File: config.mk
export PLATFORM = sky130hd
export DESIGN_NAME = pss_strap_sampler
export DESIGN_NICKNAME = d
export VERILOG_FILES = /design/src/logic/pss_strap_sampler.v
export VERILOG_INCLUDE_DIRS = /design/src /design/src/logic
export SDC_FILE = /design/constraint.sdc
export NUM_CORES = 1
export LEC_CHECK = 0
export ABC_AREA = 1
export BUFFER_PORTS_ARGS = -buffer_cell sky130_fd_sc_hd__buf_4
export CAP_MARGIN = 25
export CORE_ASPECT_RATIO = 0.8
export CORE_MARGIN = 2
export CORE_UTILIZATION = 45
export DETAILED_ROUTE_END_ITERATION = 7
export PLACE_DENSITY = 0.87
export SLEW_MARGIN = 20
export SYNTH_ARGS = -nofsm -noshare
export SYNTH_HDL_FRONTEND = slang
export SYNTH_SLANG_ARGS = --single-unit
File: constraint.sdc
create_clock -name aclk -period 1.8 [get_ports aclk]
set_clock_uncertainty 0.15 [all_clocks]
set_input_delay 0.09 -clock aclk [delete_from_list [all_inputs] [get_ports aclk]]
set_output_delay 0.09 -clock aclk [all_outputs]
set_load 0.01 [all_outputs]
File: src/logic/pss_consts.vh
// Constants for the strap sampler block
`ifndef PSS_CONSTS_VH
`define PSS_CONSTS_VH
// Register byte offsets
`define PSS_OFF_CTRL 8'h00
`define PSS_OFF_STRAP 8'h04
`define PSS_OFF_ADVERT 8'h08
`define PSS_OFF_ADDR 8'h0C
// Status register fields
`define PSS_ST_ADDR_LSB 0
`define PSS_ST_ADDR_MSB 4
`define PSS_ST_ADV_BIT 5
`define PSS_ST_RMII_BIT 6
`define PSS_ST_ISO_BIT 7
// Control register fields
`define PSS_CTRL_ISO_CLR_BIT 0
// Advertisement ability fields
`define PSS_ADV_10HD_BIT 0
`define PSS_ADV_10FD_BIT 1
`define PSS_ADV_100HD_BIT 2
`define PSS_ADV_100FD_BIT 3
// Pull defaults of the strap pins
`define PSS_PULL_ADDR0 1'h1
`define PSS_PULL_ADDR_UPPER 4'h0
`define PSS_PULL_ADVERT 1'h1
`define PSS_PULL_IFSEL 1'h0
// Bus responses
`define PSS_RESP_OKAY 2'h0
`define PSS_RESP_SLVERR 2'h2
`endif

File: src/logic/pss_strap_sampler.v
// Strap sampler: latches strap levels during reset, exposes them over AXI4-Lite
`timescale 1ns/1ps
`include "pss_consts.vh"

// ****************************************
// Operating notes
// ****************************************
// Straps are sampled on every edge while aresetn is low, whatever clk_en says.
// The value sampled at the last reset edge is the one that sticks.
// Sampling ignores clk_en on purpose: a frozen clock enable must not lose a strap.
// The strap inputs are already resolved levels; pulls live outside this block.
// While reset is held every shared pin is released, so the pulls set the level.
// The first enabled edge after release loads all configuration outputs at once.
// From then on the configuration only moves on a software write or a new reset.
// Isolation can only come from a strapped zero address, never from software.
// Software may clear isolation through the control register, never set it.
// Bus answers: readys one cycle after valid, response one cycle after both halves.
// Limitation: strap levels must be stable for at least the last reset edge.
// Limitation: the address width parameter assumes five strap pins.
// Trade-off: pins are registered, costing one cycle before they drive after reset.

module pss_strap_sampler #(
	parameter ADDR_W = 5
) (
	// Clock, enable and reset
	input wire aclk,
	input wire aresetn,
	input wire clk_en,
	// Strap pin inputs, already resolved from external or internal pulls
	input wire mgmt_addr_strap_bit0,
	input wire [3:0] mgmt_addr_strap_upper,
	input wire advertise_select_strap,
	input wire ifsel_strap,
	// Strap pin output enables and functional drive
	input wire [ADDR_W-1:0] func_addr_pins,
	input wire func_link_indicator,
	input wire func_ifsel_pin,
	output reg [ADDR_W-1:0] addr_pins_out,
	output reg [ADDR_W-1:0] addr_pins_oe,
	output reg link_indicator_pin_out,
	output reg link_indicator_pin_oe,
	output reg ifsel_pin_out,
	output reg ifsel_pin_oe,
	// Configuration results
	output reg [ADDR_W-1:0] phy_control_reg,
	output reg mii_isolate,
	output reg rmii_select,
	output reg [3:0] advert_abilities,
	output reg mode_ctrl_advert,
	// AXI4-Lite write address
	input wire [7:0] s_axi_awaddr,
	input wire s_axi_awvalid,
	output reg s_axi_awready,
	// AXI4-Lite write data
	input wire [31:0] s_axi_wdata,
	input wire [3:0] s_axi_wstrb,
	input wire s_axi_wvalid,
	output reg s_axi_wready,
	// AXI4-Lite write response
	output reg [1:0] s_axi_bresp,
	output reg s_axi_bvalid,
	input wire s_axi_bready,
	// AXI4-Lite read address
	input wire [7:0] s_axi_araddr,
	input wire s_axi_arvalid,
	output reg s_axi_arready,
	// AXI4-Lite read data
	output reg [31:0] s_axi_rdata,
	output reg [1:0] s_axi_rresp,
	output reg s_axi_rvalid,
	input wire s_axi_rready
);

	// ****************************************
	// Strap latches
	// ****************************************
	reg [ADDR_W-1:0] strap_addr;
	reg strap_adv;
	reg strap_ifsel;
	reg [3:0] next_adv;
	reg [7:0] aw_addr;
	reg [31:0] w_data;
	reg [3:0] w_strb;
	reg aw_held;
	reg w_held;
	reg [31:0] next_rdata;
	reg next_rerr;
	wire do_write;

	// Abilities from the advertise strap; half duplex always present
	always @* begin
		next_adv = 4'h0;
		next_adv[`PSS_ADV_10HD_BIT] = 1'b1;
		next_adv[`PSS_ADV_100HD_BIT] = 1'b1;
		next_adv[`PSS_ADV_10FD_BIT] = strap_adv;
		next_adv[`PSS_ADV_100FD_BIT] = strap_adv;
	end

	// Sample continuously while reset is low, so the last level before release sticks.
	// Pull defaults are resolved outside; they only show through these pins.
	always @(posedge aclk) begin
		if (!aresetn) begin
			strap_addr <= {mgmt_addr_strap_upper, mgmt_addr_strap_bit0};
			strap_adv <= advertise_select_strap;
			strap_ifsel <= ifsel_strap;
		end
	end

	// Load flag: set once after reset, holds the latched values stable
	reg loaded;
	always @(posedge aclk) begin
		if (!aresetn) begin
			loaded <= 1'b0;
		end else if (clk_en) begin
			loaded <= 1'b1;
		end
	end

	// ****************************************
	// Write decode
	// ****************************************
	// A write lands only once both halves are held and no response is pending
	wire wr_to_addr;
	wire wr_to_ctrl;
	wire iso_clear_req;
	assign wr_to_addr = do_write && (aw_addr == `PSS_OFF_ADDR) && w_strb[0];
	assign wr_to_ctrl = do_write && (aw_addr == `PSS_OFF_CTRL) && w_strb[0];
	// Clearing isolation is a software escape; it can never set it
	assign iso_clear_req = wr_to_ctrl && w_data[`PSS_CTRL_ISO_CLR_BIT];

	// ****************************************
	// Configuration registers
	// ****************************************
	always @(posedge aclk) begin
		if (!aresetn) begin
			phy_control_reg <= {ADDR_W{1'b0}};
			mii_isolate <= 1'b0;
			rmii_select <= 1'b0;
			advert_abilities <= 4'h0;
			mode_ctrl_advert <= 1'b0;
		end else if (clk_en) begin
			if (wr_to_addr) begin
				// Software address change never touches isolation
				phy_control_reg <= w_data[ADDR_W-1:0];
			end else if (!loaded) begin
				phy_control_reg <= strap_addr;
			end
			if (!loaded) begin
				// First enabled cycle after release loads the strap results
				mii_isolate <= (strap_addr == {ADDR_W{1'b0}});
				rmii_select <= strap_ifsel;
				advert_abilities <= next_adv;
				mode_ctrl_advert <= strap_adv;
			end else if (iso_clear_req) begin
				mii_isolate <= 1'b0;
			end
		end
	end

	// ****************************************
	// Shared pin drive
	// ****************************************
	// Address pins, one flop pair per bit; released in reset so pulls win
	genvar gi;
	generate
		for (gi = 0; gi < ADDR_W; gi = gi + 1) begin : g_addr_pin
			always @(posedge aclk) begin
				if (!aresetn) begin
					addr_pins_out[gi] <= 1'b0;
					addr_pins_oe[gi] <= 1'b0;
				end else if (clk_en) begin
					addr_pins_out[gi] <= func_addr_pins[gi];
					addr_pins_oe[gi] <= 1'b1;
				end
			end
		end
	endgenerate

	// Link and interface pins float during reset so pulls set the level
	always @(posedge aclk) begin
		if (!aresetn) begin
			link_indicator_pin_out <= 1'b0;
			link_indicator_pin_oe <= 1'b0;
			ifsel_pin_out <= 1'b0;
			ifsel_pin_oe <= 1'b0;
		end else if (clk_en) begin
			link_indicator_pin_out <= func_link_indicator;
			link_indicator_pin_oe <= 1'b1;
			ifsel_pin_out <= func_ifsel_pin;
			ifsel_pin_oe <= 1'b1;
		end
	end

	// ****************************************
	// AXI4-Lite slave
	// ****************************************
	assign do_write = aw_held && w_held && !s_axi_bvalid;

	// Write channels are captured independently, in either order
	always @(posedge aclk) begin
		if (!aresetn) begin
			aw_held <= 1'b0;
			w_held <= 1'b0;
			aw_addr <= 8'h00;
			w_data <= 32'h00000000;
			w_strb <= 4'h0;
			s_axi_awready <= 1'b0;
			s_axi_wready <= 1'b0;
			s_axi_bvalid <= 1'b0;
			s_axi_bresp <= `PSS_RESP_OKAY;
		end else if (clk_en) begin
			s_axi_awready <= !aw_held && !s_axi_awready && s_axi_awvalid;
			s_axi_wready <= !w_held && !s_axi_wready && s_axi_wvalid;
			if (s_axi_awvalid && s_axi_awready) begin
				aw_held <= 1'b1;
				aw_addr <= s_axi_awaddr;
			end
			if (s_axi_wvalid && s_axi_wready) begin
				w_held <= 1'b1;
				w_data <= s_axi_wdata;
				w_strb <= s_axi_wstrb;
			end
			if (do_write) begin
				aw_held <= 1'b0;
				w_held <= 1'b0;
				s_axi_bvalid <= 1'b1;
				s_axi_bresp <= (aw_addr == `PSS_OFF_CTRL || aw_addr == `PSS_OFF_ADDR)
					? `PSS_RESP_OKAY : `PSS_RESP_SLVERR;
			end else if (s_axi_bvalid && s_axi_bready) begin
				s_axi_bvalid <= 1'b0;
			end
		end
	end

	// ****************************************
	// Read path
	// ****************************************
	// Read mux; unmapped offsets answer SLVERR with zero data
	always @* begin
		next_rdata = 32'h00000000;
		next_rerr = 1'b0;
		case (s_axi_araddr)
			`PSS_OFF_CTRL: next_rdata[0] = mii_isolate;
			`PSS_OFF_STRAP: begin
				next_rdata[`PSS_ST_ADDR_MSB:`PSS_ST_ADDR_LSB] = strap_addr;
				next_rdata[`PSS_ST_ADV_BIT] = strap_adv;
				next_rdata[`PSS_ST_RMII_BIT] = strap_ifsel;
				next_rdata[`PSS_ST_ISO_BIT] = mii_isolate;
			end
			`PSS_OFF_ADVERT: next_rdata[3:0] = advert_abilities;
			`PSS_OFF_ADDR: next_rdata[ADDR_W-1:0] = phy_control_reg;
			default: next_rerr = 1'b1;
		endcase
	end

	// One read at a time; arready pulses for one cycle
	always @(posedge aclk) begin
		if (!aresetn) begin
			s_axi_arready <= 1'b0;
			s_axi_rvalid <= 1'b0;
			s_axi_rdata <= 32'h00000000;
			s_axi_rresp <= `PSS_RESP_OKAY;
		end else if (clk_en) begin
			s_axi_arready <= s_axi_arvalid && !s_axi_arready && !s_axi_rvalid;
			if (s_axi_arvalid && s_axi_arready) begin
				s_axi_rvalid <= 1'b1;
				s_axi_rdata <= next_rdata;
				s_axi_rresp <= next_rerr ? `PSS_RESP_SLVERR : `PSS_RESP_OKAY;
			end else if (s_axi_rvalid && s_axi_rready) begin
				s_axi_rvalid <= 1'b0;
			end
		end
	end

endmodule

# [After elaboration in Yosys (flattened, before gate mapping)]
# Index checks and enable logic that the tools add are counted.
[word_totals] ff_bits=60 input_bits=74 elab_cells=99
[op_classes] n_eq_ne=6 n_mux=18 n_bitwise=1 n_reduce_logical=45
[op_table] cell="== test 8 x 4 -> 1 bit (second input constant)" n=3
[op_table] cell="AND reduction 2 bit" n=11
[op_table] cell="logical AND 1 bit" n=18
[op_table] cell="zero test 8 bit" n=2
[op_table] cell="two-way mux 1 bit" n=10
[op_table] cell="two-way mux 5 bit" n=2
[op_table] cell="case mux 3 bit (3 select lines)" n=1
[op_table] cell="== test 8 x 3 -> 1 bit (second input constant)" n=1
[op_table] cell="nonzero test 2 bit" n=4
[op_table] cell="zero test 1 bit" n=7
[op_table] cell="zero test 5 bit" n=1
[op_table] cell="two-way mux 2 bit" n=2
[op_table] cell="inequality test 2 x 1 -> 1 bit (second input constant)" n=2
[op_table] cell="case mux 1 bit (4 select lines)" n=1
[op_table] cell="OR reduction 4 bit" n=1
[op_table] cell="two-way mux 3 bit" n=1
[op_table] cell="case mux 1 bit (2 select lines)" n=1
[op_table] cell="logical OR 1 bit" n=1
[op_table] cell="NOT 1 bit" n=1

# [Longest topological paths before layout]
[logic_depth] word_depth=7 ltp_mapped=9 mapped_depth_nobuf=9

# [Worst setup path after synthesis]
# OpenSTA, ideal clock, no wires.
[synth_timing] path_type="reg2reg" startpoint="reg aw_addr[0]" endpoint="reg phy_control_reg[0]" setup_ps=111 t_arrival_ps=1028 slack_ps=510 path_stages_with_launch=9 path_buffers=0 period_less_slack_ps=1290 path_cell_list="dfxtp_1 > nor2_1 > nand2_2 > nor2_8 > nand3_4 > nand2_2 > inv_2 > nor2_1 > nor2_1"
[synth_between] elab_chain_len=5 word_cells_on_any_way=6 cone_classes="eq/ne: 2; mux: 1; reduce/logical: 3"
[synth_rtl] element="start: declaration" line_no="pss_strap_sampler.v:81" rtl="reg [7:0] aw_addr;"
[synth_rtl] element="start signal: assignment" line_no="pss_strap_sampler.v:216" rtl="aw_addr <= s_axi_awaddr;"
[synth_rtl] element="== test 8 x 4 -> 1 bit (no source line) *"
[synth_rtl] element="logical AND 1 bit * (2 in series)" line_no="pss_strap_sampler.v:126" rtl="assign wr_to_addr = do_write && (aw_addr == `PSS_OFF_ADDR) && w_strb[0];"
[synth_rtl] element="inequality test 2 x 1 -> 1 bit (no source line)"
[synth_rtl] element="AND reduction 2 bit (no source line)"
[synth_rtl] element="end signal: assignment" line_no="pss_strap_sampler.v:136" rtl="phy_control_reg <= {ADDR_W{1'b0}};"
[synth_rtl] element="end signal: assignment" line_no="pss_strap_sampler.v:144" rtl="phy_control_reg <= w_data[ADDR_W-1:0];"
[synth_rtl] element="end signal: assignment" line_no="pss_strap_sampler.v:146" rtl="phy_control_reg <= strap_addr;"
[synth_rtl] element="end: declaration" line_no="pss_strap_sampler.v:45" rtl="output reg [ADDR_W-1:0] phy_control_reg,"
# Every way passes the cells marked *; elsewhere a longest branch is shown, timed or not.
# A chain may end at the register's enable or synchronous reset.

# [Worst setup path after layout]
[layout_timing] startpoint="reg aw_addr[0]" endpoint="reg phy_control_reg[1]"
# Same word-level chain as after synthesis.

==> flow_summary.json <==
{
  "status": "finished, final reports clean",
  "synthToLayoutAreaGrowth_pct": 36.3,
  "worstHoldStart": "clk_en",
  "vdd_ir_drop_max_mv": 0.411,
  "crit_path_start": "aw_addr[0]$_SDFFE_PN0P_",
  "grt_pass1_vias": 2171,
  "synth_xor_area_share_pct": 0,
  "syn_inst": 337,
  "final.setup.tns_ps": 0,
  "gr-total-overflow": 0,
  "critPathKind": "reg2reg",
  "r2r_start": "aw_addr[0]$_SDFFE_PN0P_",
  "cts.sinks": 55,
  "core_um2": 5530,
  "vias": 2397,
  "slew_violations": 0,
  "post_cts_buffers": 0,
  "grt_usage_pct": 19.6,
  "die_x_um": 89.2,
  "fin_crit_ps": 1500,
  "detail-route-antenna-nets": 0,
  "hold_path_end": "addr_pins_out[0]$_SDFFE_PN0P_",
  "end_kind": "register",
  "cts_tree": "done",
  "layout.nets": 516,
  "drive_gt1_share_pct": 25.5,
  "num_rows": 24,
  "drtIter0Drc": 96,
  "final_cell_area_um2": 3560,
  "fin_crit_sh_pct": 83.3,
  "setup_violations": 0,
  "required_ps": 1850,
  "clockBufferDepth": 2,
  "path_clk_slew_ps": 90,
  "biggestRegsByFlops": "aw_addr x8, s_axi_rdata x8",
  "synth_top_family_by_area": "simple AND/OR/NAND/NOR gates",
  "cap_violations": 0,
  "diodes": 0,
  "hold_path_depth": 4,
  "critical_path_arrival_ps": 1550,
  "rr_worst_depth": 8,
  "synthAdderAreaFrac_pct": 0,
  "drt_wl_total_um": 6100,
  "drc": 0,
  "startpoint_type": "register",
  "cts_hold_buffers": 31,
  "synth_cell_type_count": 27,
  "start_util_pct": 47.3,
  "utilization_pct": 64.4,
  "hold_viol": 0,
  "gp_congestion": 0.833,
  "root_buffer": "clkbuf_8",
  "r2r-end": "phy_control_reg[1]$_SDFFE_PN0P_",
  "synthSimpleGateAreaFrac_pct": 25.7,
  "r2r_setup_slack_ps": 300,
  "fin_total_pwr_mw": 2.57,
  "dpl_cell_area_um2": 3140,
  "worstSkewPairLatency_ps": 300,
  "final_common_cell": "buf_4",
  "antenna_found_initial": 0,
  "leakagePower_nw": 1.63,
  "dp_hpwl_um": 4320,
  "ios": 141,
  "synth-seq-cells": 55,
  "io_buffers": 84,
  "crit_fanout": 8,
  "grt_max_degree": 34,
  "synth_area_per_cell_um2": 7.75,
  "fp.dieH_um": 72.1,
  "vias_per_cell": 4.60,
  "synth_area_um2": 2610,
  "rsz0062_at_grt": "no",
  "yosys_warnings": 0,
  "synth_compound_area_share_pct": 11.8,
  "die-area_um2": 6430,
  "synth-seq-area-share_pct": 44.8,
  "drt-pass1-iter-count": 4,
  "p_per_area_nw_per_um2": 723,
  "synth_mux_area_share_pct": 0,
  "htreeDepth": 2,
  "fmaxAchievable_mhz": 667,
  "hp-class": "in2reg",
  "grt_pass1_wl_um": 9920,
  "post_cts_resized": 0,
  "mostFrequentLayoutCells": "buf_4 (88), dfxtp_1 (48), nor2_1 (47), nand2_1 (47), dlygate4sd3_1 (31)",
  "cts_buffers": 5,
  "wl_per_cell_um": 11.7
}
metal layers:
layer	vias to the layer above	share of wire [%]	track usage, %
li1	1235	-	-
met1	1054	42	24.6
met2	104	49	33.4
met3	4	8.8	6.26
met4	0	0.31	3.48
met5	-	0	0
logic make-up (layout without fill, tap and decap cells):
kind of cell           count (synthesis)  after routing
buffers and inverters                 82            163
other                                  1             26
DFF                                   55             55
and+or+nand+nor                      140            140
AOI/OAI and AO/OA                     59             59
Yosys cell counts:
| library cell | count | share of area, % |
|---|---|---|
| dfxtp_1 | 48 | 37 |
| nand2_1 | 47 | 6.8 |
| nor2_1 | 47 | 6.8 |
| buf_4 | 38 | 11 |
| inv_1 | 29 | 4.2 |
| a21oi_1 | 27 | 5.2 |
| nand3_1 | 22 | 4.2 |
| o21ai_0 | 18 | 3.5 |
| edfxtp_1 | 7 | 8.0 |
| inv_2 | 7 | 1.0 |
| o21ai_1 | 7 | 1.3 |
| nand4_1 | 6 | 1.4 |
| nand3b_1 | 5 | 1.4 |
| buf_2 | 4 | 0.77 |
| a211oi_1 | 3 | 0.86 |
| a31oi_1 | 3 | 0.72 |
| nand2_2 | 3 | 0.72 |
| nor2_2 | 3 | 0.72 |
| buf_1 | 2 | 0.29 |
| clkbuf_1 | 2 | 0.29 |
| nand3_2 | 2 | 0.77 |
| nand3_4 | 2 | 1.3 |
| conb_1 | 1 | 0.14 |
| nor2_8 | 1 | 0.77 |
| nor3_1 | 1 | 0.19 |
| nor3_4 | 1 | 0.62 |
| o21a_1 | 1 | 0.29 |
cell type report:
class                   instances  area (um^2)
clock buffers                   7         76.3
clock inverters                 1         30.0
fillers                       463         1970
inverters                      36          135
multi-input cells             225         1080
flip-flops and latches         55         1170
well taps                      78         97.6
repair buffers                119          971
critical path: stages, from the launching register on:
cell	delay (ps)
dfxtp_1	320
nor2_1	170
nand2_2	120
nor2_8	170
nand3_4	130
nand2_2	110
inv_2	40
nor2_1	130
nor2_1	50
per-stage QoR:
| stage | setup slack [ps] | hold WS [ps] | instances |
|---|---|---|---|
| global placement | 374 | 119 | 482 |
| global route | 154 | 16.9 | 521 |
| floorplan | 510 | 38.9 | 362 |
| detailed placement | 316 | 120 | 482 |
| finish | 301 | 17.0 | 521 |
| CTS | 298 | 7.36 | 521 |
worst max-delay path by stage:
| stage | to | slack, ps | cells past startpoint |
|---|---|---|---|
| 2_1_floorplan | phy_control_reg[0]$_SDFFE_PN0P_ | 510 | 8 |
| 3_3_place_gp | phy_control_reg[1]$_SDFFE_PN0P_ | 370 | 8 |
| 3_5_place_dp | phy_control_reg[1]$_SDFFE_PN0P_ | 320 | 8 |
| 4_1_cts | phy_control_reg[1]$_SDFFE_PN0P_ | 300 | 8 |
| 5_1_grt | phy_control_reg[1]$_SDFFE_PN0P_ | 150 | 8 |
| 6_report | phy_control_reg[1]$_SDFFE_PN0P_ | 300 | 8 |
report_power, final:
part | switching (mW) | internal, mW | total [mW] | leakage (nW)
clock network | 0.378 | 0.417 | 0.795 | 0.0524
logic | 0.208 | 0.218 | 0.426 | 1.11
registers | 0.0496 | 1.30 | 1.35 | 0.461
total | 0.636 | 1.94 | 2.57 | 1.63
(Power assumes the default switching activity.)
